==> config.mk <==
export PLATFORM = sky130hd
export DESIGN_NAME = rtc_calendar_alarm
export DESIGN_NICKNAME = d
export VERILOG_FILES = /design/src/hdl/rtc_pkg.sv /design/src/hdl/rtc_calendar_alarm.sv
export SDC_FILE = /design/constraint.sdc
export NUM_CORES = 1
export LEC_CHECK = 0
export ABC_AREA = 1
export BUFFER_PORTS_ARGS = -buffer_cell sky130_fd_sc_hd__buf_2
export CORE_MARGIN = 1.5
export CORE_UTILIZATION = 52
export DETAILED_ROUTE_END_ITERATION = 8
export PLACE_DENSITY = 0.84
export SETUP_SLACK_MARGIN = 0.4
export SYNTH_ARGS = -nofsm -noshare
export SYNTH_HDL_FRONTEND = slang
export SYNTH_SLANG_ARGS = --single-unit
==> constraint.sdc <==
create_clock -name clk_sys_i -period 2.5 [get_ports clk_sys_i]
set_clock_uncertainty 0.05 [all_clocks]
set_input_delay 0.5 -clock clk_sys_i [delete_from_list [all_inputs] [get_ports clk_sys_i]]
set_output_delay 0.5 -clock clk_sys_i [all_outputs]
set_load 0.005 [all_outputs]
==> src/hdl/rtc_pkg.sv <==
// constants for the calendar clock-watch unit
package rtc_pkg;
  // ==========================================================
  // register byte offsets
  localparam logic [7:0] OFS_CAL_COUNT = 8'h00;
  localparam logic [7:0] OFS_CAL_MATCH = 8'h04;
  localparam logic [7:0] OFS_CAL_LOAD = 8'h08;
  localparam logic [7:0] OFS_YEAR_COUNT = 8'h0c;
  localparam logic [7:0] OFS_YEAR_MATCH = 8'h10;
  localparam logic [7:0] OFS_YEAR_LOAD = 8'h14;
  localparam logic [7:0] OFS_TRIM_CTRL = 8'h18;
  localparam logic [7:0] OFS_IRQ_MASK = 8'h1c;
  localparam logic [7:0] OFS_IRQ_RAW = 8'h20;
  localparam logic [7:0] OFS_IRQ_MASKED = 8'h24;
  localparam logic [7:0] OFS_IRQ_CLEAR = 8'h28;
  localparam logic [7:0] OFS_TMR_VALUE = 8'h2c;
  localparam logic [7:0] OFS_TMR_CTRL = 8'h30;
  localparam logic [7:0] OFS_TMR_RELOAD1 = 8'h34;
  localparam logic [7:0] OFS_TMR_RELOAD2 = 8'h38;
  localparam logic [7:0] OFS_TMR_PAT0 = 8'h3c;
  localparam logic [7:0] OFS_TMR_PAT3 = 8'h48;
  localparam logic [7:0] OFS_TMR_IRQ_CNT = 8'h4c;
  // ==========================================================
  // calendar word layout
  localparam int SEC_LSB = 0;
  localparam int MIN_LSB = 6;
  localparam int HOUR_LSB = 12;
  localparam int WDAY_LSB = 17;
  localparam int MDAY_LSB = 20;
  localparam int MON_LSB = 25;
  localparam int CAL_W = 29;
  localparam int YEAR_W = 14;
  // ==========================================================
  // limits and reset values
  localparam logic [5:0] SEC_MAX = 6'h3b;
  localparam logic [5:0] MIN_MAX = 6'h3b;
  localparam logic [4:0] HOUR_MAX = 5'h17;
  localparam logic [2:0] WDAY_MAX = 3'h7;
  localparam logic [2:0] WDAY_FIRST = 3'h1;
  localparam logic [4:0] MDAY_FIRST = 5'h01;
  localparam logic [3:0] MON_FIRST = 4'h1;
  localparam logic [3:0] MON_MAX = 4'hc;
  localparam logic [3:0] MON_FEB = 4'h2;
  localparam logic [3:0] MON_APR = 4'h4;
  localparam logic [3:0] MON_JUN = 4'h6;
  localparam logic [3:0] MON_SEP = 4'h9;
  localparam logic [3:0] MON_NOV = 4'hb;
  localparam logic [4:0] MDAY_LONG = 5'h1f;
  localparam logic [4:0] MDAY_SHORT = 5'h1e;
  localparam logic [4:0] MDAY_FEB_LEAP = 5'h1d;
  localparam logic [4:0] MDAY_FEB = 5'h1c;
  localparam logic [13:0] YEAR_RST = 14'h2000;
  localparam logic [31:0] TRIM_RST = 32'h00007fff;
  // ==========================================================
  // interrupt bit positions and default tick divider
  localparam int IRQ_ALARM = 0;
  localparam int IRQ_TIMER = 1;
  localparam int LS_DIV_DEF = 32768;
endpackage

==> src/hdl/rtc_calendar_alarm.sv <==
// calendar clock-watch with alarm match and interrupt merge
// ==========================================================
// Overview of operation
// RULE_01: seconds count 0..59 on each tick
// RULE_02: minutes count 0..59
// RULE_03: hours count 0..23
// RULE_04: weekday 1 Sunday through 7 Saturday
// RULE_05: day limit follows month and leap year
// RULE_06: month counts 1 January to 12 December
// RULE_07: separate year counter register
// RULE_08: software loads only legal calendar values
// RULE_09: load takes effect on next tick
// RULE_10: alarm when both match pairs agree
// RULE_11: zero year/month/day/weekday match is ignored
// RULE_12: alarm holds until software clears it
// RULE_13: timer irq on down-counter carry, sticky
// RULE_14: mask bit zero masks its source
// RULE_15: raw and masked status read-only
// RULE_16: output is OR of both interrupts
// RULE_17: calendar word field packing
// RULE_18: calendar resets to day1 month1 weekday1
// RULE_19: year counter resets to default
// RULE_20: year match resets to default, read/write
// RULE_21: out-of-range match field never matches
// RULE_22: overflow cascades up to the year
// RULE_23: tick divided from low-speed clock
//
// The plain strobed port was left to the implementer.
`timescale 1ns/1ns
module rtc_calendar_alarm #(
  parameter int LS_DIV = rtc_pkg::LS_DIV_DEF
) (
  input wire logic clk_sys_i,
  input wire logic rst_i,
  input wire logic lsclk_i,
  input wire logic [7:0] addr_i,
  input wire logic [31:0] wdata_i,
  input wire logic wr_i,
  input wire logic rd_i,
  output logic [31:0] rdata_o,
  input wire logic timer_carry_i,
  input wire logic [31:0] timer_value_i,
  input wire logic [31:0] timer_irq_count_i,
  output logic [31:0] trim_ctrl_o,
  output logic [31:0] timer_ctrl_o,
  output logic [31:0] timer_reload1_o,
  output logic [31:0] timer_reload2_o,
  output logic [127:0] timer_pattern_o,
  output logic combined_irq_o
);
  import rtc_pkg::*;

  // elaboration check; the divider counter is only sixteen bits wide
  if (LS_DIV < 2 || LS_DIV > 65536) begin : g_div_check
    $error("LS_DIV out of range");
  end

  localparam logic [15:0] DIV_LAST = 16'(LS_DIV - 1);

  typedef struct packed {
    logic ls_meta;
    logic ls_sync;
    logic ls_prev;
    logic [15:0] div;
    logic tick;
    logic check;
    logic [5:0] sec;
    logic [5:0] min;
    logic [4:0] hour;
    logic [2:0] wday;
    logic [4:0] mday;
    logic [3:0] mon;
    logic [13:0] year;
    logic [CAL_W-1:0] cal_match;
    logic [YEAR_W-1:0] year_match;
    logic [CAL_W-1:0] cal_load;
    logic [YEAR_W-1:0] year_load;
    logic load_pend;
    logic [31:0] trim;
    logic [1:0] mask;
    logic [1:0] raw;
    logic carry_prev;
    logic [31:0] tctrl;
    logic [31:0] reload1;
    logic [31:0] reload2;
    logic [127:0] pattern;
    logic [31:0] rdata;
    logic irq;
  } rtc_state_s;

  rtc_state_s st_ff;
  rtc_state_s nxt_st;

  // ==========================================================
  // calendar helpers
  function automatic logic rtc_mult4(input logic [3:0] tens, input logic [3:0] units);
    logic u04;
    logic u26;
    u04 = (units == 4'h0) || (units == 4'h4) || (units == 4'h8);
    u26 = (units == 4'h2) || (units == 4'h6);
    return tens[0] ? u26 : u04;
  endfunction

  // bcd year; century years leap only when the century is a multiple of 4
  function automatic logic rtc_leap(input logic [13:0] y);
    logic [3:0] thou;
    thou = {2'h0, y[13:12]};
    if (y[7:0] == 8'h00) begin
      return rtc_mult4(thou, y[11:8]);
    end
    return rtc_mult4(y[7:4], y[3:0]);
  endfunction

  // RULE_05 month length lookup
  function automatic logic [4:0] rtc_mday_max(input logic [3:0] m, input logic leap);
    if (m == MON_FEB) begin
      return leap ? MDAY_FEB_LEAP : MDAY_FEB;
    end else if (m == MON_APR || m == MON_JUN || m == MON_SEP || m == MON_NOV) begin
      return MDAY_SHORT;
    end
    return MDAY_LONG;
  endfunction

  // bcd increment; top digit only has two bits so the year wraps to zero
  function automatic logic [13:0] rtc_year_inc(input logic [13:0] y);
    logic [13:0] r;
    r = y;
    if (r[3:0] != 4'h9) begin
      r[3:0] = r[3:0] + 4'h1;
      return r;
    end
    r[3:0] = 4'h0;
    if (r[7:4] != 4'h9) begin
      r[7:4] = r[7:4] + 4'h1;
      return r;
    end
    r[7:4] = 4'h0;
    if (r[11:8] != 4'h9) begin
      r[11:8] = r[11:8] + 4'h1;
      return r;
    end
    r[11:8] = 4'h0;
    r[13:12] = r[13:12] + 2'h1;
    return r;
  endfunction

  // ==========================================================
  // combinational next state
  logic [CAL_W-1:0] cal_now;
  logic ls_rise;
  logic cal_hit;
  logic year_hit;
  logic alarm_set;
  logic timer_set;
  logic [1:0] clr;
  logic [1:0] pat_idx;

  // RULE_17 calendar word packing
  assign cal_now = {st_ff.mon, st_ff.mday, st_ff.wday, st_ff.hour, st_ff.min, st_ff.sec};
  // prev resets low like the idle pin, so reset makes no false edge
  assign ls_rise = st_ff.ls_sync && !st_ff.ls_prev;

  always_comb begin
    logic [5:0] m_sec;
    logic [5:0] m_min;
    logic [4:0] m_hour;
    logic [2:0] m_wday;
    logic [4:0] m_mday;
    logic [3:0] m_mon;
    m_sec = st_ff.cal_match[SEC_LSB +: 6];
    m_min = st_ff.cal_match[MIN_LSB +: 6];
    m_hour = st_ff.cal_match[HOUR_LSB +: 5];
    m_wday = st_ff.cal_match[WDAY_LSB +: 3];
    m_mday = st_ff.cal_match[MDAY_LSB +: 5];
    m_mon = st_ff.cal_match[MON_LSB +: 4];
    // RULE_11 zero weekday, day, month and year fields are wildcards
    // RULE_21 exact compare; counters never reach an illegal value
    cal_hit = (m_sec == st_ff.sec) && (m_min == st_ff.min) && (m_hour == st_ff.hour)
      && (m_wday == 3'h0 || m_wday == st_ff.wday)
      && (m_mday == 5'h00 || m_mday == st_ff.mday)
      && (m_mon == 4'h0 || m_mon == st_ff.mon);
    year_hit = (st_ff.year_match == 14'h0000) || (st_ff.year_match == st_ff.year);
  end

  // RULE_10 compare one cycle after the increment
  assign alarm_set = st_ff.check && cal_hit && year_hit;
  // RULE_13 carry rising edge marks zero reached
  assign timer_set = timer_carry_i && !st_ff.carry_prev;
  // a zero bit in the clear word leaves its flag alone
  assign clr = (wr_i && addr_i == OFS_IRQ_CLEAR) ? wdata_i[1:0] : 2'h0;
  // pattern words 0x3c..0x48 wrap to index 0..3;
  // kept two bits wide so the word offset can never go negative
  assign pat_idx = addr_i[3:2] - OFS_TMR_PAT0[3:2];

  always_comb begin
    nxt_st = st_ff;
    // RULE_23 two-flop sync, then edge count
    nxt_st.ls_meta = lsclk_i;
    nxt_st.ls_sync = st_ff.ls_meta;
    nxt_st.ls_prev = st_ff.ls_sync;
    nxt_st.tick = 1'b0;
    nxt_st.check = 1'b0;
    nxt_st.carry_prev = timer_carry_i;
    if (ls_rise) begin
      if (st_ff.div == DIV_LAST) begin
        nxt_st.div = 16'h0000;
        nxt_st.tick = 1'b1;
      end else begin
        nxt_st.div = st_ff.div + 16'h0001;
      end
    end

    // ==========================================================
    // calendar counting
    if (st_ff.tick) begin
      if (st_ff.load_pend) begin
        // no compare on a load tick, nothing was incremented
        // RULE_09 pending load copied on the tick
        nxt_st.load_pend = 1'b0;
        nxt_st.sec = st_ff.cal_load[SEC_LSB +: 6];
        nxt_st.min = st_ff.cal_load[MIN_LSB +: 6];
        nxt_st.hour = st_ff.cal_load[HOUR_LSB +: 5];
        nxt_st.wday = st_ff.cal_load[WDAY_LSB +: 3];
        nxt_st.mday = st_ff.cal_load[MDAY_LSB +: 5];
        nxt_st.mon = st_ff.cal_load[MON_LSB +: 4];
        nxt_st.year = st_ff.year_load;
      end else begin
        nxt_st.check = 1'b1;
        // RULE_01 seconds
        // RULE_22 cascade on overflow
        if (st_ff.sec != SEC_MAX) begin
          nxt_st.sec = st_ff.sec + 6'h01;
        end else begin
          nxt_st.sec = 6'h00;
          // RULE_02 minutes
          if (st_ff.min != MIN_MAX) begin
            nxt_st.min = st_ff.min + 6'h01;
          end else begin
            nxt_st.min = 6'h00;
            // RULE_03 hours
            if (st_ff.hour != HOUR_MAX) begin
              nxt_st.hour = st_ff.hour + 5'h01;
            end else begin
              nxt_st.hour = 5'h00;
              // RULE_04 weekday wraps to Sunday
              nxt_st.wday = (st_ff.wday == WDAY_MAX) ? WDAY_FIRST : st_ff.wday + 3'h1;
              // RULE_05 month-dependent day limit
              if (st_ff.mday != rtc_mday_max(st_ff.mon, rtc_leap(st_ff.year))) begin
                nxt_st.mday = st_ff.mday + 5'h01;
              end else begin
                nxt_st.mday = MDAY_FIRST;
                // RULE_06 month wrap
                if (st_ff.mon != MON_MAX) begin
                  nxt_st.mon = st_ff.mon + 4'h1;
                end else begin
                  nxt_st.mon = MON_FIRST;
                  // RULE_07 year count
                  nxt_st.year = rtc_year_inc(st_ff.year);
                end
              end
            end
          end
        end
      end
    end

    // ==========================================================
    // register writes
    if (wr_i) begin
      if (addr_i == OFS_CAL_MATCH) begin
        nxt_st.cal_match = wdata_i[CAL_W-1:0];
      end else if (addr_i == OFS_CAL_LOAD) begin
        nxt_st.cal_load = wdata_i[CAL_W-1:0];
        nxt_st.load_pend = 1'b1;
      end else if (addr_i == OFS_YEAR_MATCH) begin
        // RULE_20 year match writable
        nxt_st.year_match = wdata_i[YEAR_W-1:0];
      end else if (addr_i == OFS_YEAR_LOAD) begin
        nxt_st.year_load = wdata_i[YEAR_W-1:0];
        nxt_st.load_pend = 1'b1;
      end else if (addr_i == OFS_TRIM_CTRL) begin
        nxt_st.trim = wdata_i;
      end else if (addr_i == OFS_IRQ_MASK) begin
        nxt_st.mask = wdata_i[1:0];
      end else if (addr_i == OFS_TMR_CTRL) begin
        nxt_st.tctrl = wdata_i;
      end else if (addr_i == OFS_TMR_RELOAD1) begin
        nxt_st.reload1 = wdata_i;
      end else if (addr_i == OFS_TMR_RELOAD2) begin
        nxt_st.reload2 = wdata_i;
      end else if (addr_i >= OFS_TMR_PAT0 && addr_i <= OFS_TMR_PAT3) begin
        nxt_st.pattern[{pat_idx, 5'h00} +: 32] = wdata_i;
      end
    end

    // ==========================================================
    // interrupt status; a set in the clearing cycle wins
    // RULE_12 alarm sticky until cleared
    nxt_st.raw[IRQ_ALARM] = alarm_set || (st_ff.raw[IRQ_ALARM] && !clr[IRQ_ALARM]);
    // RULE_13 timer sticky until cleared
    nxt_st.raw[IRQ_TIMER] = timer_set || (st_ff.raw[IRQ_TIMER] && !clr[IRQ_TIMER]);
    // RULE_14 mask gates each source
    // RULE_16 single OR output
    nxt_st.irq = |(nxt_st.raw & nxt_st.mask);

    // ==========================================================
    // read data, valid the cycle after the strobe
    nxt_st.rdata = 32'h00000000;
    if (rd_i) begin
      if (addr_i == OFS_CAL_COUNT) begin
        nxt_st.rdata = {3'h0, cal_now};
      end else if (addr_i == OFS_CAL_MATCH) begin
        nxt_st.rdata = {3'h0, st_ff.cal_match};
      end else if (addr_i == OFS_CAL_LOAD) begin
        nxt_st.rdata = {3'h0, st_ff.cal_load};
      end else if (addr_i == OFS_YEAR_COUNT) begin
        nxt_st.rdata = {18'h00000, st_ff.year};
      end else if (addr_i == OFS_YEAR_MATCH) begin
        nxt_st.rdata = {18'h00000, st_ff.year_match};
      end else if (addr_i == OFS_YEAR_LOAD) begin
        nxt_st.rdata = {18'h00000, st_ff.year_load};
      end else if (addr_i == OFS_TRIM_CTRL) begin
        nxt_st.rdata = st_ff.trim;
      end else if (addr_i == OFS_IRQ_MASK) begin
        nxt_st.rdata = {30'h00000000, st_ff.mask};
      end else if (addr_i == OFS_IRQ_RAW) begin
        // RULE_15 pre-mask status
        nxt_st.rdata = {30'h00000000, st_ff.raw};
      end else if (addr_i == OFS_IRQ_MASKED) begin
        // RULE_15 post-mask status
        nxt_st.rdata = {30'h00000000, st_ff.raw & st_ff.mask};
      end else if (addr_i == OFS_TMR_VALUE) begin
        nxt_st.rdata = timer_value_i;
      end else if (addr_i == OFS_TMR_CTRL) begin
        nxt_st.rdata = st_ff.tctrl;
      end else if (addr_i == OFS_TMR_RELOAD1) begin
        nxt_st.rdata = st_ff.reload1;
      end else if (addr_i == OFS_TMR_RELOAD2) begin
        nxt_st.rdata = st_ff.reload2;
      end else if (addr_i >= OFS_TMR_PAT0 && addr_i <= OFS_TMR_PAT3) begin
        nxt_st.rdata = st_ff.pattern[{pat_idx, 5'h00} +: 32];
      end else if (addr_i == OFS_TMR_IRQ_CNT) begin
        nxt_st.rdata = timer_irq_count_i;
      end
    end
  end

  // ==========================================================
  // state register
  always_ff @(posedge clk_sys_i) begin
    if (rst_i) begin
      st_ff <= '0;
      // RULE_18 calendar reset value
      st_ff.wday <= WDAY_FIRST;
      st_ff.mday <= MDAY_FIRST;
      st_ff.mon <= MON_FIRST;
      // RULE_19 year reset value
      st_ff.year <= YEAR_RST;
      // RULE_20 year match reset value
      st_ff.year_match <= YEAR_RST;
      st_ff.trim <= TRIM_RST;
    end else begin
      st_ff <= nxt_st;
    end
  end

  assign rdata_o = st_ff.rdata;
  assign combined_irq_o = st_ff.irq;
  assign trim_ctrl_o = st_ff.trim;
  assign timer_ctrl_o = st_ff.tctrl;
  assign timer_reload1_o = st_ff.reload1;
  assign timer_reload2_o = st_ff.reload2;
  assign timer_pattern_o = st_ff.pattern;
endmodule

==> impl_metrics.yaml <==
status:
  outcome: "finished clean"
setup_path:
  rr_worst_depth: 16
  critPathTopFamily: "compound AO/OA/AOI/OAI gates"
  rr_startpoint: "st_ff[385]"
  critical_path_arrival_ns: 2.86
  critical_path_buf_inv_count: 5
  end_kind: "flop"
  path_class: "in -> reg"
  crit_path_frequent_cell: "nand2_1"
  crit_fanout: 11
  r2r_slack_ns: 0.39
  cp_slowest_cell: "o22ai_1"
  critPathLaunchType: "primary input"
  crit_path_cell_trace: "buf_8 -> inv_2 -> ha_4 -> nor2_4 -> inv_2 -> buf_12 -> buf_4 -> o22ai_1 -> nor3_4 -> nor2_2 -> o21ai_2 -> nand2_1 -> nand2_1 -> nand2_1 -> nand2_2 -> nand2_1 -> a21oi_1"
  cp_data_required_time_ns: 2.92
  reg2reg_to: "st_ff[385]"
  cpPeakStageDelay_ns: 0.66
logic_synthesis:
  synth_common_cells: "nand2_1 (478), a21oi_1 (463), dfxtp_1 (445)"
  synth_nets: 3348
  synth_edf_count: 0
  synth_top_area_share_pct: 37.85
  async_flop_share_pct: 0
  synth_top_area_cell: "dfxtp_1"
  yosysSeqAreaShare_pct: 37.85
  synth_cell_type_count: 51
  ys_seq_elements: 445
  avgSynthCellArea_um2: 7.312
  yosys_warnings: 0
  synth.area.top_cells: "dfxtp_1 (38%), a21oi_1 (9.8%), buf_4 (9.3%)"
  yosysMostFrequentCell: "nand2_1"
  synth_area_um2: 23540
  synthesis.instances: 3219
  yosys_most_used_dff: "dfxtp_1"
cts:
  clk_latency_ns: 0.60
  cts_buffer_depth: 3
  numCtsBuffers: 47
  cts_root_buffer: "clkbuf_16"
  hold_buffers: 0
  cts_max_level: 2
  cts_sinks: 445
  cts_tree: "built"
  clk_pin_slew_ns: 0.06
power:
  power_per_cell_area_nw_per_um2: 549.5
  vdd_drop_max_uv: 474.6
  p_leak_nw: 12.58
floorplanning:
  fp.dieW_um: 215.8
  num_io_pins: 399
  start_util_pct: 53.00
  die-area_um2: 46550
  core.rowCount: 77
  coreArea_um2: 44410
  die_y_um: 215.8
sta:
  slew_headroom_pct: 41.49
  setup_slack_ns: 0.06856
  hold_viol: 0
  rsz0062_at_grt: "true"
  drv_slew: 0
  setup_viol: 0
  worst_slew_pin_slew_ns: 0.8776
  post-route-min-period_ns: 2.431
  fin_crit_sh_pct: 97.26
  fmax_mhz: 411.3
  holdWs_ns: 0.1043
route:
  wl_met3_mm: 11.43
  met1_length_mm: 33.22
  drc: 0
  drt_iter0_markers: 3891
  detail-route-antenna-nets: 0
  num_vias: 25030
  vias_per_cell: 6.147
  wl_mm: 92.33
  wire_per_inst_um: 22.67
  dr.pass1.iters: 6
  maxUsedRoutingLayer: "met5"
  wl_met2_mm: 40.46
min_path:
  hold_depth: 3
  min_from: "lsclk_i"
  hold_class: "in -> reg"
  min_to: "nxt_st[443]"
grt:
  grt_start_max_net_pins: 99
  grt-ovfl-total: 0
  grt_usage_pct: 35.95
  grt_pass1_vias: 22290
  grt_pass1_wl_mm: 130.1
  antenna_found_initial: 6
flow_run:
  maxCapViolCount: 0
placed_design:
  hpwl_mm: 64.20
  pre_cts_slack_ns: -0.4175
  place_congestion: 0.9719
  port_buffers: 398
cells_and_area:
  fillCellCount: 3730
  regArea_um2: 8925
  multi_input_area_um2: 11850
  area_delta_synth_final_pct: 22.10
  final_nets: 3567
  layout-drive-gt1-share_pct: 28.90
## flip-flops by register name (all words and copies together) (netlist names)
| signal | count |
|---|---|
| rdata_o | 32 |
| timer_reload1_o | 32 |
| timer_pattern_o | 128 |
| trim_ctrl_o | 32 |
| timer_ctrl_o | 32 |
| nxt_st | 2 |
| cal_now | 29 |
| st_ff | 125 |
| combined_irq_o | 1 |
| timer_reload2_o | 32 |
## cells in the final DEF, fill, tap and decap left out, types with 25 or more instances in the layout
master | netlist | final
nor2_2 | 5 | 25
buf_2 | 41 | 395
xor2_1 | 29 | 28
o21ai_0 | 272 | 235
o22ai_1 | 77 | 63
o221ai_1 | 27 | 27
nand2_2 | 2 | 29
nor2_1 | 266 | 228
dfxtp_1 | 445 | 436
a211oi_1 | 40 | 35
nand3b_1 | 116 | 116
nand2_1 | 478 | 438
buf_4 | 292 | 196
o21ai_1 | 26 | 43
a21oi_1 | 463 | 446
nand3_1 | 88 | 73
buf_12 | 0 | 41
clkbuf_16 | 0 | 61
inv_1 | 176 | 161
## area by class of cell
class	instances	share of cell area (%)
diodes	6	0.05224
clock buffers	75	5.059
clock inverters	10	0.3047
inverters	195	2.669
multi-input cells	2082	41.24
flip-flops and latches	445	31.05
well taps	592	2.577
repair buffers	667	17.05
## metal layers
layer,global-route usage [%],vias to the layer above
li1,-,11140
met1,44.83,11560
met2,57.11,1908
met3,5.962,424
met4,24.20,2
met5,0,-
## worst register-to-register path, stage by stage, from the launching register on
cell      delay, ns
dfxtp_2        0.33
inv_2          0.08
ha_4           0.14
nand2_4        0.06
o211ai_1       0.27
nand2_4        0.12
nand2_2        0.10
nand2_1        0.05
nand2_1        0.06
nand3_1        0.08
nand2_2        0.14
nand2_4        0.07
nor2_4         0.10
buf_12         0.15
nand2_4        0.08
nand2_1        0.07
a21oi_1        0.05
## where the power goes
| group | switching (mW) | internal (mW) | leakage (nW) |
|---|---|---|---|
| sequential | 0.0283 | 7.12 | 3.59 |
| clock | 3.01 | 4.08 | 0.755 |
| combinational | 0.995 | 0.554 | 8.24 |
| total | 4.04 | 11.8 | 12.6 |
## kinds of logic after synthesis
group                    Yosys count  share of synthesized area, %
buffers and inverters            692                         16.20
XOR/XNOR                          46                         1.712
adder cells (fa/ha/maj)           19                         1.010
AND/OR/NAND/NOR                 1042                         20.31
flip-flops                       445                         37.85
AO/OA/AOI/OAI                    975                         22.92
## what timing repair did
action / CTS / global route
pin swaps: 22 / 94
resized for setup: 58 / 209
setup endpoints to repair: 53 / 212
gates cloned: 0 / 15
setup buffers: 4 / 20
## stage by stage
| step | total power, mW | TNS (ns) | instance area (µm²) | util [%] | cells |
|---|---|---|---|---|---|
| after floorplan | 8.008 | 0 | 24010 | - | 3219 |
| after global placement | 8.560 | -21.77 | 25700 | 57.86 | 3942 |
| after detailed placement | 8.571 | -30.05 | 25700 | 57.86 | 3942 |
| after CTS | 15.52 | 0 | 27460 | 61.82 | 4031 |
| after global routing | 16.12 | -0.006465 | 28740 | 64.70 | 4071 |
| final | 15.79 | 0 | 28740 | 64.71 | 4072 |
## how the worst max path moves through the flow
| stage | startpoint | to | cells after the start |
|---|---|---|---|
| finish | addr_i[3] | rdata_o[13] | 17 |
| detailed placement | addr_i[2] | rdata_o[12] | 15 |
| CTS | addr_i[3] | rdata_o[6] | 17 |
| global route | addr_i[3] | rdata_o[13] | 17 |
| floorplan | addr_i[2] | rdata_o[11] | 21 |
| global placement | addr_i[2] | rdata_o[12] | 15 |
No activity file was read; power rests on OpenSTA's default activity.
